--- src/design/spc_defs.svh ---
// spc_defs.svh: bit positions, widths and timing counts of the serial
// converter control block. assumes inclusion by bare name, no other deps.
`ifndef SPC_DEFS_SVH
`define SPC_DEFS_SVH

`define SPC_SETUP_W 8
`define SPC_RES_W 12
`define SPC_WORD_W 16
`define SPC_LEAD_ZEROS 4
`define SPC_SETUP_RESET 8'h00
`define SPC_BIT_PM_LO 0
`define SPC_BIT_PM_HI 1
`define SPC_BIT_INSEL 3
`define SPC_BIT_CHCNT 4
`define SPC_BIT_REFDIS 5
// edges counted per frame, 5-bit counter
`define SPC_CNT_W 5
`define SPC_CNT_ZERO 5'h00
`define SPC_CNT_ONE 5'h01
`define SPC_SETUP_EDGES 5'h08
`define SPC_SAMPLE_RISE 5'h02
`define SPC_LAST_RISE 5'h10
// power mode codes
`define SPC_PM_GATED 2'h0
`define SPC_PM_ON 2'h1
`define SPC_PM_AUTO_OFF 2'h2
`define SPC_PM_AUTO_STBY 2'h3
// wake-up time from full shutdown, in ns, at a 5 ns clock
`define SPC_WAKE_NS 5000
`define SPC_CLK_NS 5
`define SPC_WAKE_CYC ((`SPC_WAKE_NS + `SPC_CLK_NS - 1) / `SPC_CLK_NS)
`define SPC_WAKE_W 10

`endif

--- src/design/spc_pkg.sv ---
// spc_pkg: types shared by the serial converter control block.
// assumes spc_defs.svh is on the include path.
`include "spc_defs.svh"
package spc_pkg;
	typedef enum logic [3:0] {
		SPC_PWR_DOWN = 4'h1,
		SPC_PWR_WAKE = 4'h2,
		SPC_PWR_UP = 4'h4,
		SPC_PWR_STBY = 4'h8
	} spc_pwr_t;

	typedef struct packed {
		logic ref_disable;
		logic two_channel;
		logic input_select_bit;
		logic [1:0] power_mode_sel;
	} spc_cfg_t;

	typedef struct packed {
		logic core_on;
		logic ref_on;
		logic ready;
		logic ref_is_supply;
		logic ain1_sel;
	} spc_analog_t;
endpackage

--- src/design/spc_sync.sv ---
// spc_sync: two-flop synchroniser for one pin-level input.
// assumes the input is asynchronous to i_ref_clk.
module spc_sync (
	input wire logic i_ref_clk,
	input wire logic i_rst_b,
	input wire logic i_pin,
	input wire logic i_rst_val,
	output logic o_level
);
	logic meta_q;
	logic meta_d;
	logic level_d;

	always_comb begin
		meta_d = i_pin;
		level_d = meta_q;
	end

	// reset value is a fixed zero here; i_rst_val does not set it
	always_ff @(posedge i_ref_clk or negedge i_rst_b) begin
		if (!i_rst_b) begin
			meta_q <= 1'b0;
			o_level <= 1'b0;
		end else begin
			meta_q <= meta_d;
			o_level <= level_d;
		end
	end
	// i_rst_val kept for sense; pins here read as 0 until sync warm-up ends
	logic unused_rst_val;
	assign unused_rst_val = i_rst_val;
endmodule

--- src/design/spc_sar.sv ---
// spc_sar: successive-approximation search over 12 bits.
// assumes i_cmp is the comparator answer for the current trial, synchronous.
`include "spc_defs.svh"
module spc_sar
	import spc_pkg::*;
(
	input wire logic i_ref_clk,
	input wire logic i_rst_b,
	input wire logic i_start,
	input wire logic i_step,
	input wire logic i_cmp,
	output logic [`SPC_RES_W-1:0] o_trial,
	output logic [`SPC_RES_W-1:0] o_result,
	output logic o_done
);
	logic [`SPC_RES_W-1:0] trial_q, trial_d;
	logic [`SPC_RES_W-1:0] mask_q, mask_d;
	logic [`SPC_RES_W-1:0] res_q, res_d;
	logic done_q, done_d;

	always_comb begin
		trial_d = trial_q;
		mask_d = mask_q;
		res_d = res_q;
		done_d = 1'b0;
		if (i_start) begin
			mask_d = {1'b1, {(`SPC_RES_W-1){1'b0}}};
			trial_d = mask_d;
		end else if (i_step && (mask_q != '0)) begin
			// keep the trial bit when input is at or above the trial level
			if (!i_cmp) begin
				trial_d = trial_q & ~mask_q;
			end
			mask_d = mask_q >> 1;
			trial_d = trial_d | (mask_q >> 1);
			if (mask_q[0]) begin
				// last trial bit decided: search ends, result latched
				res_d = i_cmp ? trial_q : (trial_q & ~mask_q);
				done_d = 1'b1;
			end
		end
	end

	always_ff @(posedge i_ref_clk or negedge i_rst_b) begin
		if (!i_rst_b) begin
			trial_q <= '0;
			mask_q <= '0;
			res_q <= '0;
			done_q <= 1'b0;
		end else begin
			trial_q <= trial_d;
			mask_q <= mask_d;
			res_q <= res_d;
			done_q <= done_d;
		end
	end

	assign o_trial = trial_q;
	assign o_result = res_q;
	assign o_done = done_q;
endmodule

--- src/design/spc_top.sv ---
// spc_top: serial control of a two-input 12-bit converter with power modes.
// assumes the host drives chip select, serial clock and config input as pins
// asynchronous to i_ref_clk; comparator answer arrives on i_cmp_hi.
`include "spc_defs.svh"
module spc_top
	import spc_pkg::*;
(
	input wire logic i_ref_clk,
	input wire logic i_rst_b,
	input wire logic i_cs_b,
	input wire logic i_sclk,
	input wire logic i_din,
	input wire logic i_cmp_hi,
	output logic o_dout,
	output logic o_dout_oe,
	output spc_analog_t o_analog,
	output logic [`SPC_RES_W-1:0] o_dac_trial,
	output logic o_sampling
);
	// ------------------------------------------------------------
	// pin synchronisers
	// ------------------------------------------------------------
	logic cs_b_s, cs_sel_s, sclk_s, din_s, cmp_s;
	// select synced in its active sense: the zero reset of the flops then
	// reads as idle, so no false frame start follows reset
	spc_sync u_sync_cs (.i_ref_clk(i_ref_clk), .i_rst_b(i_rst_b),
		.i_pin(~i_cs_b), .i_rst_val(1'b0), .o_level(cs_sel_s));
	assign cs_b_s = ~cs_sel_s;
	spc_sync u_sync_sclk (.i_ref_clk(i_ref_clk), .i_rst_b(i_rst_b),
		.i_pin(i_sclk), .i_rst_val(1'b0), .o_level(sclk_s));
	spc_sync u_sync_din (.i_ref_clk(i_ref_clk), .i_rst_b(i_rst_b),
		.i_pin(i_din), .i_rst_val(1'b0), .o_level(din_s));
	spc_sync u_sync_cmp (.i_ref_clk(i_ref_clk), .i_rst_b(i_rst_b),
		.i_pin(i_cmp_hi), .i_rst_val(1'b0), .o_level(cmp_s));

	// ------------------------------------------------------------
	// edge detection on synchronised levels
	// ------------------------------------------------------------
	// cs history resets high: a held-low select at release reads as a fall
	logic cs_prev_q, cs_prev_d, sclk_prev_q, sclk_prev_d;
	logic cs_fall, cs_rise, sclk_rise, sclk_fall, in_frame;

	always_comb begin
		cs_prev_d = cs_b_s;
		sclk_prev_d = sclk_s;
		cs_fall = cs_prev_q & ~cs_b_s;
		cs_rise = ~cs_prev_q & cs_b_s;
		in_frame = ~cs_b_s;
		sclk_rise = in_frame & sclk_s & ~sclk_prev_q;
		sclk_fall = in_frame & ~sclk_s & sclk_prev_q;
	end

	always_ff @(posedge i_ref_clk or negedge i_rst_b) begin
		if (!i_rst_b) begin
			cs_prev_q <= 1'b1;
			sclk_prev_q <= 1'b0;
		end else begin
			cs_prev_q <= cs_prev_d;
			sclk_prev_q <= sclk_prev_d;
		end
	end

	// ------------------------------------------------------------
	// frame counter, setup shift and setup word
	// ------------------------------------------------------------
	logic [`SPC_CNT_W-1:0] rise_cnt_q, rise_cnt_d;
	logic [`SPC_CNT_W-1:0] fall_cnt_q, fall_cnt_d;
	logic [`SPC_SETUP_W-1:0] shift_q, shift_d;
	logic [`SPC_SETUP_W-1:0] setup_q, setup_d;
	logic conv_end;
	spc_cfg_t cfg;

	always_comb begin
		rise_cnt_d = rise_cnt_q;
		fall_cnt_d = fall_cnt_q;
		shift_d = shift_q;
		setup_d = setup_q;
		if (cs_fall) begin
			rise_cnt_d = `SPC_CNT_ZERO;
			fall_cnt_d = `SPC_CNT_ZERO;
		end else begin
			if (sclk_rise && rise_cnt_q != `SPC_LAST_RISE) begin
				rise_cnt_d = rise_cnt_q + `SPC_CNT_ONE;
			end
			if (sclk_fall && fall_cnt_q != `SPC_LAST_RISE) begin
				fall_cnt_d = fall_cnt_q + `SPC_CNT_ONE;
			end
		end
		// config bit taken on each of the first eight falling serial edges
		if (sclk_fall && fall_cnt_q < `SPC_SETUP_EDGES) begin
			shift_d = {shift_q[`SPC_SETUP_W-2:0], din_s};
			if (fall_cnt_q == `SPC_SETUP_EDGES - `SPC_CNT_ONE) begin
				// a held-low input loads all zeros here
				setup_d = {shift_q[`SPC_SETUP_W-2:0], din_s};
			end
		end
	end

	always_ff @(posedge i_ref_clk or negedge i_rst_b) begin
		if (!i_rst_b) begin
			rise_cnt_q <= `SPC_CNT_ZERO;
			fall_cnt_q <= `SPC_CNT_ZERO;
			shift_q <= `SPC_SETUP_RESET;
			setup_q <= `SPC_SETUP_RESET;
		end else begin
			rise_cnt_q <= rise_cnt_d;
			fall_cnt_q <= fall_cnt_d;
			shift_q <= shift_d;
			setup_q <= setup_d;
		end
	end

	always_comb begin
		cfg.ref_disable = setup_q[`SPC_BIT_REFDIS];
		cfg.two_channel = setup_q[`SPC_BIT_CHCNT];
		cfg.input_select_bit = setup_q[`SPC_BIT_INSEL];
		cfg.power_mode_sel = {setup_q[`SPC_BIT_PM_HI],
			setup_q[`SPC_BIT_PM_LO]};
	end

	// ------------------------------------------------------------
	// conversion: sample on second rise, one trial per rise from the third to the fourteenth
	// ------------------------------------------------------------
	logic sar_start, sar_step;
	logic [`SPC_RES_W-1:0] sar_trial, sar_result;
	logic sar_done;

	always_comb begin
		sar_start = sclk_rise &&
			(rise_cnt_q == `SPC_SAMPLE_RISE - `SPC_CNT_ONE);
		sar_step = sclk_rise && (rise_cnt_q >= `SPC_SAMPLE_RISE) &&
			(rise_cnt_q < `SPC_LAST_RISE);
	end

	spc_sar u_sar (
		.i_ref_clk(i_ref_clk),
		.i_rst_b(i_rst_b),
		.i_start(sar_start),
		.i_step(sar_step),
		.i_cmp(cmp_s),
		.o_trial(sar_trial),
		.o_result(sar_result),
		.o_done(sar_done)
	);
	// conversion is over on the sixteenth rise of the frame
	assign conv_end = sclk_rise &&
		(rise_cnt_q == `SPC_LAST_RISE - `SPC_CNT_ONE);

	// ------------------------------------------------------------
	// output shifter: 4 leading zeros then result msb first
	// ------------------------------------------------------------
	// word shows the last finished result; the current one lands late in
	// the frame, so a read returns the previous conversion
	logic [`SPC_WORD_W-1:0] out_q, out_d;
	logic [`SPC_RES_W-1:0] held_q, held_d;
	logic dout_q, dout_d, oe_q, oe_d;

	always_comb begin
		out_d = out_q;
		held_d = held_q;
		dout_d = dout_q;
		oe_d = in_frame;
		if (sar_done) begin
			held_d = sar_result;
		end
		if (cs_fall) begin
			// leading zero goes out now, so the shifter holds the rest
			out_d = {{(`SPC_LEAD_ZEROS-1){1'b0}}, held_q, 1'b0};
			dout_d = 1'b0;
		end else if (sclk_fall) begin
			dout_d = out_q[`SPC_WORD_W-1];
			out_d = {out_q[`SPC_WORD_W-2:0], 1'b0};
		end
		if (!in_frame) begin
			dout_d = 1'b0;
		end
	end

	always_ff @(posedge i_ref_clk or negedge i_rst_b) begin
		if (!i_rst_b) begin
			out_q <= '0;
			held_q <= '0;
			dout_q <= 1'b0;
			oe_q <= 1'b0;
		end else begin
			out_q <= out_d;
			held_q <= held_d;
			dout_q <= dout_d;
			oe_q <= oe_d;
		end
	end

	// ------------------------------------------------------------
	// power state machine
	// ------------------------------------------------------------
	spc_pwr_t pwr_q, pwr_d;
	logic [`SPC_WAKE_W-1:0] wake_q, wake_d;
	logic [`SPC_WAKE_W-1:0] wake_full;
	logic wake_req;

	always_comb begin
		wake_full = `SPC_WAKE_W'(`SPC_WAKE_CYC);
		pwr_d = pwr_q;
		wake_d = wake_q;
		wake_req = 1'b0;
		unique case (pwr_q)
			SPC_PWR_DOWN: begin
				if (cfg.power_mode_sel == `SPC_PM_GATED) begin
					wake_req = cs_fall;
				end else begin
					wake_req = sclk_fall && fall_cnt_q == `SPC_CNT_ZERO;
				end
			end
			SPC_PWR_STBY: begin
				wake_req = (cfg.power_mode_sel == `SPC_PM_GATED) ?
					cs_fall : (sclk_fall && fall_cnt_q == `SPC_CNT_ZERO);
			end
			SPC_PWR_WAKE: begin
				if (wake_q == '0) begin
					pwr_d = SPC_PWR_UP;
				end else begin
					wake_d = wake_q - `SPC_WAKE_W'(1);
				end
			end
			SPC_PWR_UP: begin
			end
		endcase
		if (wake_req) begin
			pwr_d = SPC_PWR_WAKE;
			// standby keeps the reference up, so wake is short
			wake_d = (pwr_q == SPC_PWR_STBY) ?
				`SPC_WAKE_W'(`SPC_WAKE_CYC / 5) : wake_full;
		end
		unique case (cfg.power_mode_sel)
			`SPC_PM_ON: begin
				pwr_d = SPC_PWR_UP;
			end
			`SPC_PM_GATED: begin
				if (cs_rise || (cs_b_s && !wake_req)) begin
					pwr_d = SPC_PWR_DOWN;
				end
			end
			`SPC_PM_AUTO_OFF: begin
				if (conv_end) begin
					pwr_d = SPC_PWR_DOWN;
				end
			end
			`SPC_PM_AUTO_STBY: begin
				if (conv_end) begin
					pwr_d = SPC_PWR_STBY;
				end
			end
		endcase
	end

	always_ff @(posedge i_ref_clk or negedge i_rst_b) begin
		if (!i_rst_b) begin
			pwr_q <= SPC_PWR_DOWN;
			wake_q <= '0;
		end else begin
			pwr_q <= pwr_d;
			wake_q <= wake_d;
		end
	end

	// ------------------------------------------------------------
	// analog controls, all registered
	// ------------------------------------------------------------
	spc_analog_t ana_q, ana_d;
	logic [`SPC_RES_W-1:0] trial_q;
	logic samp_q, samp_d;

	always_comb begin
		ana_d.core_on = (pwr_d == SPC_PWR_UP) || (pwr_d == SPC_PWR_WAKE);
		ana_d.ready = (pwr_d == SPC_PWR_UP);
		ana_d.ref_on = !cfg.ref_disable && (pwr_d != SPC_PWR_DOWN);
		ana_d.ref_is_supply = cfg.two_channel;
		ana_d.ain1_sel = cfg.two_channel & cfg.input_select_bit;
		samp_d = in_frame && (rise_cnt_q < `SPC_SAMPLE_RISE);
	end

	always_ff @(posedge i_ref_clk or negedge i_rst_b) begin
		if (!i_rst_b) begin
			ana_q <= '0;
			trial_q <= '0;
			samp_q <= 1'b0;
		end else begin
			ana_q <= ana_d;
			trial_q <= sar_trial;
			samp_q <= samp_d;
		end
	end

	assign o_dout = dout_q;
	assign o_dout_oe = oe_q;
	assign o_analog = ana_q;
	assign o_dac_trial = trial_q;
	assign o_sampling = samp_q;
endmodule

--- config.mk ---
export PLATFORM = sky130hd
export DESIGN_NAME = spc_top
export DESIGN_NICKNAME = d
export VERILOG_FILES = /design/src/design/spc_pkg.sv /design/src/design/spc_sync.sv /design/src/design/spc_sar.sv /design/src/design/spc_top.sv
export VERILOG_INCLUDE_DIRS = /design/src /design/src/design
export SDC_FILE = /design/constraint.sdc
export NUM_CORES = 1
export LEC_CHECK = 0
export BUFFER_PORTS_ARGS = -buffer_cell sky130_fd_sc_hd__buf_4
export CORE_MARGIN = 10
export CORE_UTILIZATION = 40
export CTS_CLUSTER_SIZE = 30
export DETAILED_ROUTE_END_ITERATION = 8
export HOLD_SLACK_MARGIN = 0.05
export PLACE_DENSITY = 0.56
export SYNTH_ARGS = -nofsm -noshare
export SYNTH_HDL_FRONTEND = slang
export SYNTH_SLANG_ARGS = --single-unit
export TNS_END_PERCENT = 20
--- constraint.sdc ---
create_clock -name i_ref_clk -period 2.5 [get_ports i_ref_clk]
set_clock_uncertainty 0.2 [all_clocks]
set_input_delay 0.5 -clock i_ref_clk [delete_from_list [all_inputs] [get_ports i_ref_clk]]
set_output_delay 0.5 -clock i_ref_clk [all_outputs]
set_load 0.01 [all_outputs]
==> impl_metrics.ini, run 1 <==
[detailed_routing]
dr.pass1.iters = 4
routed_via_density = 5.019
drc = 0
vias = 3438
wire_per_inst_um = 14.82
wirelength_um = 10150
ant_nets = 0
drt-initial-drc-count = 165

[critical_path]
reg2reg_to = o_analog[3]$_DFF_PN0_
worstSetupPathDepth = 8
cp-end-kind = flip-flop
cp_common_cell = ha_1
required_ns = 2.56
crit_start = rise_cnt_q[0]$_DFFE_PN0P_
r2r_start = rise_cnt_q[0]$_DFFE_PN0P_
crit_buf_inv = 0
crit_path_start_kind = flip-flop
regToRegSetupSlack_ns = 0.18
cp.arrival_ns = 2.37
path_max_fanout = 5
slowest_delay_ns = 0.42
crit_type = reg2reg
crit_end = o_analog[3]$_DFF_PN0_
cp_cell_sequence = ha_1 > and3_1 > ha_1 > nand4b_1 > mux2i_1 > nor2_1 > a211oi_2 > a41oi_1
worst_path_max_delay_cell = dfrtp_1
crit_family = compound AO/OA/AOI/OAI gates
reg2reg_depth = 8

[synth]
yosysMostFrequentCell = dfrtp_1
ys_seq_elements = 128
synth-edff-count = 0
synthDistinctLibCells = 55
synth-seq-area-share_pct = 60.06
synth_warnings = 0
syn_avg_cell_area_sq_um = 11.71
synth_area_sq_um = 5338
synth_largest_area_cell = dfrtp_1
synthTopCellsByCount = 126 x dfrtp_1, 38 x nor2_1, 36 x inv_1
syn_nets = 470
synthArstFlopShare_pct = 100.0
synthFlopType = dfrtp_1
synth_area_leaders = dfrtp_1 59%, mux2i_1 4.7%, mux2_2 4.4%, o21ai_0 3.2%, nor2_1 2.7%
synthCells = 456
yosys.area.top_type_share_pct = 59.07

[power]
switching_share_pct = 23.17
power_frac_comb_pct = 7.2
finalPower_mw = 5.168
leakage_nw = 2.931
powerDensity_nw_per_um2 = 805.0
seq_power_share_pct = 44.1
power.share.clock_pct = 48.7
switching_power_mw = 1.197
internal_power_mw = 3.971
peakVddDrop_mv = 0.4750

[clock_network]
clkSlewWorstSetupHoldPaths_ns = 0.06
clock_latency_ns = 0.41
cts_buffers = 17
cts_htree_levels = 4
cts_setup_buffers = 0
cts.path.max_buffers = 2
clock_sinks = 128
tritoncts = done
cts_root_buffer = clkbuf_16

[floorplanning]
io_pins = 26
rows = 42
core_area_sq_um = 13140
fp.dieH_um = 135.5
die_w_um = 135.5
initial_core_util_pct = 40.63
die_area_sq_um = 18360

[global_routing]
grt_usage_pct = 12.01
grt_pass1_wl_um = 17740
use_met3_pct = 3.561
grt_max_degree = 62
grt_pass1_vias = 3622
antenna_found_initial = 0
use_met2_pct = 18.86
top_usage_layer = met2
grtUsageMet1_pct = 14.93
overflow = 0

[placed_design]
place_inst = 648
placed_area_sq_um = 5747
routabilityCongestion = 0.7779
port_buffers = 25
hpwl_um = 6784

[final_layout]
fin_area_sq_um = 6420
fill_cells = 1206
final_core_util_pct = 48.87
final_cells = 685
area_growth_syn_to_layout_pct = 20.28
drive_gt1_share_pct = 20.63
nets = 510
n_antenna_cell = 0

[sta]
fmax_mhz = 431.5
min_period_ns = 2.318
worstMarginPinSlew_ns = 0.7279
rsz0062_at_grt = no
final.period_utilization_pct = 92.70
relSlewSlack_pct = 51.47
setup_viol_count_final = 0
report.final.hold_viol_count = 0
fin_tns_setup_ns = 0
final_max_slew_viol_count = 0

[hold_path]
hold_path_class = reg2reg

[outcome]
status = complete, no violations

[flow_run]
maxCapViolations = 0
-- routing by layer --
layer / vias to the layer above / part of all wire [%] / wire, um
met5: - / 0 / 0
met4: 0 / 1.8 / 180
met3: 14 / 3.5 / 353
met2: 59 / 48 / 4854
met1: 1704 / 47 / 4763
li1: 1661 / - / -
-- worst reg2reg max path, cell delays in order (launching register included) --
cell	delay, ns
dfrtp_1	0.42
ha_1	0.19
and3_1	0.16
ha_1	0.14
nand4b_1	0.19
mux2i_1	0.26
nor2_1	0.08
a211oi_2	0.34
a41oi_1	0.18
-- final cells by class --
class / instances / area, sq um / area share (%)
clock buffers: 19 / 452.9 / 7.055
inverters: 37 / 138.9 / 2.163
well taps: 176 / 220.2 / 3.430
repair buffers: 40 / 337.8 / 5.262
multi-input cells: 272 / 1903 / 29.64
clock inverters: 13 / 161.4 / 2.514
flip-flops and latches: 128 / 3206 / 49.93
-- worst min path at each step --
| stage | startpoint | to | slack, ns | cells after the start |
|---|---|---|---|---|
| final | u_sync_cmp.level_d$_DFF_PN0_ | u_sync_cmp.o_level$_DFF_PN0_ | 0.15 | 0 |
| after global routing | u_sync_cs.level_d$_DFF_PN0_ | u_sync_cs.o_level$_DFF_PN0_ | 0.16 | 0 |
| after CTS | u_sync_cmp.level_d$_DFF_PN0_ | u_sync_cmp.o_level$_DFF_PN0_ | 0.15 | 0 |
| after detailed placement | u_sync_sclk.level_d$_DFF_PN0_ | u_sync_sclk.o_level$_DFF_PN0_ | 0.14 | 0 |
| after global placement | u_sync_cmp.level_d$_DFF_PN0_ | u_sync_cmp.o_level$_DFF_PN0_ | 0.14 | 0 |
| after floorplan | i_rst_b | fall_cnt_q[0]$_DFFE_PN0P_ | 0.004 | 0 |
-- through the flow --
| stage | worst slack (ns) | hold slack (ns) |
|---|---|---|
| 6_report | 0.1825 | 0.1481 |
| 2_1_floorplan | 0.2987 | 0.004409 |
| 5_1_grt | 0.0007456 | 0.1561 |
| 3_3_place_gp | 0.1907 | 0.1366 |
| 3_5_place_dp | 0.1413 | 0.1363 |
| 4_1_cts | 0.1249 | 0.1511 |
-- layout by cell type (no fill, tap or decap), types with 3 or more instances in the layout --
cell           instances
mux2i_1               25
and2_1                 3
bufinv_16              3
ha_1                   8
nand4_1                6
inv_1                 36
o21ai_1                7
and3_1                 4
o21a_1                 3
a22o_1                12
nand2_1               32
clkinv_4               4
o21ai_0               34
dlygate4sd3_1          5
clkinv_2               4
mux2_2                21
buf_4                 33
xor2_1                 9
a31oi_1                3
nor4_1                 4
clkbuf_16             17
nand3b_1               3
nor2_1                38
dfrtp_1              126
a21oi_1                4
xnor2_1                8
nand3_1                3
o22ai_1               11
-- sequential cells by signal, summed over array words and instances (netlist names), 4 cells and up --
signal and flops:
u_sar.o_result 12, pwr_q 4, u_sar.mask_q 12, o_analog 5
setup_q 5, u_sar.o_trial 12, fall_cnt_q 5, wake_q 10
shift_q 5, o_dac_trial 12, rise_cnt_q 5, out_q 15
held_q 12
-- cells by family (layout without fill, tap and decap cells) --
group	after synthesis	in the layout	share of synthesized area (%)
flip-flops	128	128	60.06
AND/OR/NAND/NOR	112	112	10.60
AO/OA/AOI/OAI	89	89	11.11
buffers and inverters	56	109	4.454
multiplexers	46	46	9.119
XOR/XNOR	17	17	2.790
adder cells (fa/ha/maj)	8	8	1.875
-- power groups by stage --
| stage | clock, mW | combinational, mW | sequential [mW] |
|---|---|---|---|
| 2_1_floorplan | 0 | 0.235 | 2.29 |
| 3_3_place_gp | 0 | 0.365 | 2.31 |
| 3_5_place_dp | 0 | 0.372 | 2.32 |
| 4_1_cts | 2.58 | 0.380 | 2.28 |
| 5_1_grt | 2.68 | 0.423 | 2.30 |
| 6_report | 2.51 | 0.372 | 2.28 |
-- timing repair --
action / CTS / global route
setup endpoints to repair: 0 / 5
endpoints found under the hold margin: 29 / 0
resized for setup: 0 / 2
hold buffers: 5 / 0
Note: power is estimated with default switching activity, not from simulation.
==> run 2, diff against run 1 <==
--- a/config.mk
+++ b/config.mk
@@ -9,7 +9,7 @@
 export BUFFER_PORTS_ARGS = -buffer_cell sky130_fd_sc_hd__buf_4
 export CORE_MARGIN = 10
 export CORE_UTILIZATION = 40
-export CTS_CLUSTER_SIZE = 30
+export CTS_CLUSTER_SIZE = 28
 export DETAILED_ROUTE_END_ITERATION = 8
 export HOLD_SLACK_MARGIN = 0.05
 export PLACE_DENSITY = 0.56
==> constraint.sdc (replaced) <==
create_clock -name i_ref_clk -period 3 [get_ports i_ref_clk]
set_clock_uncertainty 0.2 [all_clocks]
set_input_delay 0.6 -clock i_ref_clk [delete_from_list [all_inputs] [get_ports i_ref_clk]]
set_output_delay 0.6 -clock i_ref_clk [all_outputs]
set_load 0.01 [all_outputs]
==> run 2 against run 1 <==
Compared with the run above:
- core utilization fell by 0.60 points
- worst hold slack got worse by 0.061 ns
- worst setup slack gained 0.41 ns
- clock power decreased by 18%
- sequential power shrank 17%
- cell count down 0.73%
- first-iteration DRC count down 16%
- die area is the same
- count of clock-buffer cells in the layout up 2
- sequential cell count unchanged
- critical endpoint unchanged
- largest power group unchanged
==> impl_metrics.ini, run 2 (same netlist as run 1, synthesis figures left out) <==
[power]
power.share.clock_pct = 48.5
internal_power_mw = 3.294
seq_power_share_pct = 44.4
leakage_nw = 2.891
switching_power_mw = 0.9868
power_frac_comb_pct = 7.1
powerDensity_nw_per_um2 = 675.0
switching_share_pct = 23.05
peakVddDrop_mv = 0.3738

[detailed_routing]
wire_per_inst_um = 15.16
routed_via_density = 5.049
vias = 3433
drc = 0
ant_nets = 0
dr.pass1.iters = 4
wirelength_um = 10310
drt-initial-drc-count = 138

[floorplanning]
io_pins = 26
initial_core_util_pct = 40.63
core_area_sq_um = 13140
rows = 42
fp.dieH_um = 135.5
die_area_sq_um = 18360
die_w_um = 135.5

[clock_network]
holdBufCountCts = 1
clock_sinks = 128
cts.path.max_buffers = 2
cts_setup_buffers = 0
clock_latency_ns = 0.42
cts_root_buffer = clkbuf_16
tritoncts = done
post_cts_resized = 0
cts_buffers = 17
clkSlewWorstSetupHoldPaths_ns = 0.06
cts_htree_levels = 4

[sta]
final_max_slew_viol_count = 0
worstMarginPinSlew_ns = 0.7310
fmax_mhz = 415.4
min_period_ns = 2.408
setup_viol_count_final = 0
final.period_utilization_pct = 80.25
rsz0062_at_grt = no
report.final.hold_viol_count = 0
relSlewSlack_pct = 51.27
fin_tns_setup_ns = 0

[final_layout]
n_antenna_cell = 0
final_core_util_pct = 48.27
seqCellArea_sq_um = 3206
layout_common_cells = 126 x dfrtp_1, 38 x nor2_1, 36 x inv_1
largest_register_ffs = 15
regMostFlops = out_q
area_growth_syn_to_layout_pct = 18.80
drive_gt1_share_pct = 19.84
multi_input_area_sq_um = 1894
final_common_cell = dfrtp_1
nets = 506
fill_cells = 1214

[critical_path]
cp.arrival_ns = 2.48
crit_path_start_kind = flip-flop
cp-end-kind = flip-flop
required_ns = 3.07
crit_type = reg2reg
path_max_fanout = 5

[hold_path]
hold_path_class = in2reg

[global_routing]
grt_max_degree = 43
grt_usage_pct = 12.45
antenna_found_initial = 0
overflow = 0
grt_pass1_wl_um = 18120
grt_pass1_vias = 3630

[outcome]
status = complete, no violations

[placed_design]
routabilityCongestion = 0.7837
hpwl_um = 6880
port_buffers = 25

[flow_run]
maxCapViolations = 0
run 2: cell count changes in the layout (fill, tap and decap cells not counted), moves of 2 or more:
| cell | previous run | this run |
|---|---|---|
| clkbuf_1 | 0 | 2 |
| clkinv_4 | 4 | 1 |
| clkinvlp_4 | 1 | 3 |
| dlygate4sd3_1 | 5 | 1 |
run 2: final cells by class:
cell class                      count  share of cell area (%)
Sequential cell                   128                   50.55
Multi-Input combinational cell    272                   29.87
Clock buffer                       21                   7.261
Timing Repair Buffer               36                   4.499
Tap cell                          176                   3.473
Inverter                           37                   2.190
Clock inverter                     10                   2.151
run 2: power groups by stage:
stage	Clock, mW	Sequential [mW]	Combinational (mW)
finish	2.07	1.90	0.304
global route	2.21	1.92	0.350
CTS	2.12	1.90	0.312
detailed placement	0	1.93	0.310
global placement	0	1.93	0.302
floorplan	0	1.91	0.196
run 2: critical path: stages, from the launching register on:
cell and delay, ns:
dfrtp_1 0.43, ha_1 0.19, and3_1 0.16, ha_1 0.13, nand4b_1 0.19, mux2i_1 0.34, nor2_1 0.09, a211oi_2 0.35
a41oi_1 0.17
run 2: worst paths after layout:
check,start,endpoint,slack (ns),cells past startpoint
max in group asynchronous,i_rst_b,u_sar.o_trial[1]$_DFFE_PN0P_,1.37,3
max,rise_cnt_q[0]$_DFFE_PN0P_,o_analog[3]$_DFF_PN0_,0.59,8
min,i_cmp_hi,u_sync_cmp.level_d$_DFF_PN0_,0.09,1
min in group asynchronous,i_rst_b,rise_cnt_q[4]$_DFFE_PN0P_,0.52,2
min reg2reg,u_sync_cmp.level_d$_DFF_PN0_,u_sync_cmp.o_level$_DFF_PN0_,0.15,0
max reg2reg,rise_cnt_q[0]$_DFFE_PN0P_,o_analog[3]$_DFF_PN0_,0.59,8
run 2: metal layers:
| layer | part of all wire (%) | global-route usage, % | up-vias | routed length, um |
|---|---|---|---|---|
| li1 | - | - | 1647 | - |
| met1 | 46 | 15.54 | 1704 | 4724 |
| met2 | 48 | 19.07 | 65 | 4939 |
| met3 | 4.6 | 4.599 | 17 | 472 |
| met4 | 1.7 | 5.203 | 0 | 172 |
| met5 | 0 | 0 | - | 0 |
run 2: per-stage QoR:
| stage | cell area, sq um | setup WS [ns] | std cells | hold WS (ns) | power [mW] |
|---|---|---|---|---|---|
| 2_1_floorplan | 5338 | 0.7987 | 456 | 0.1044 | 2.107 |
| 3_3_place_gp | 5734 | 0.6773 | 648 | 0.1347 | 2.230 |
| 3_5_place_dp | 5734 | 0.6015 | 648 | 0.1347 | 2.239 |
| 4_1_cts | 6341 | 0.5912 | 680 | 0.06323 | 4.332 |
| 5_1_grt | 6341 | 0.3054 | 680 | 0.06663 | 4.476 |
| 6_report | 6341 | 0.5924 | 680 | 0.08684 | 4.280 |
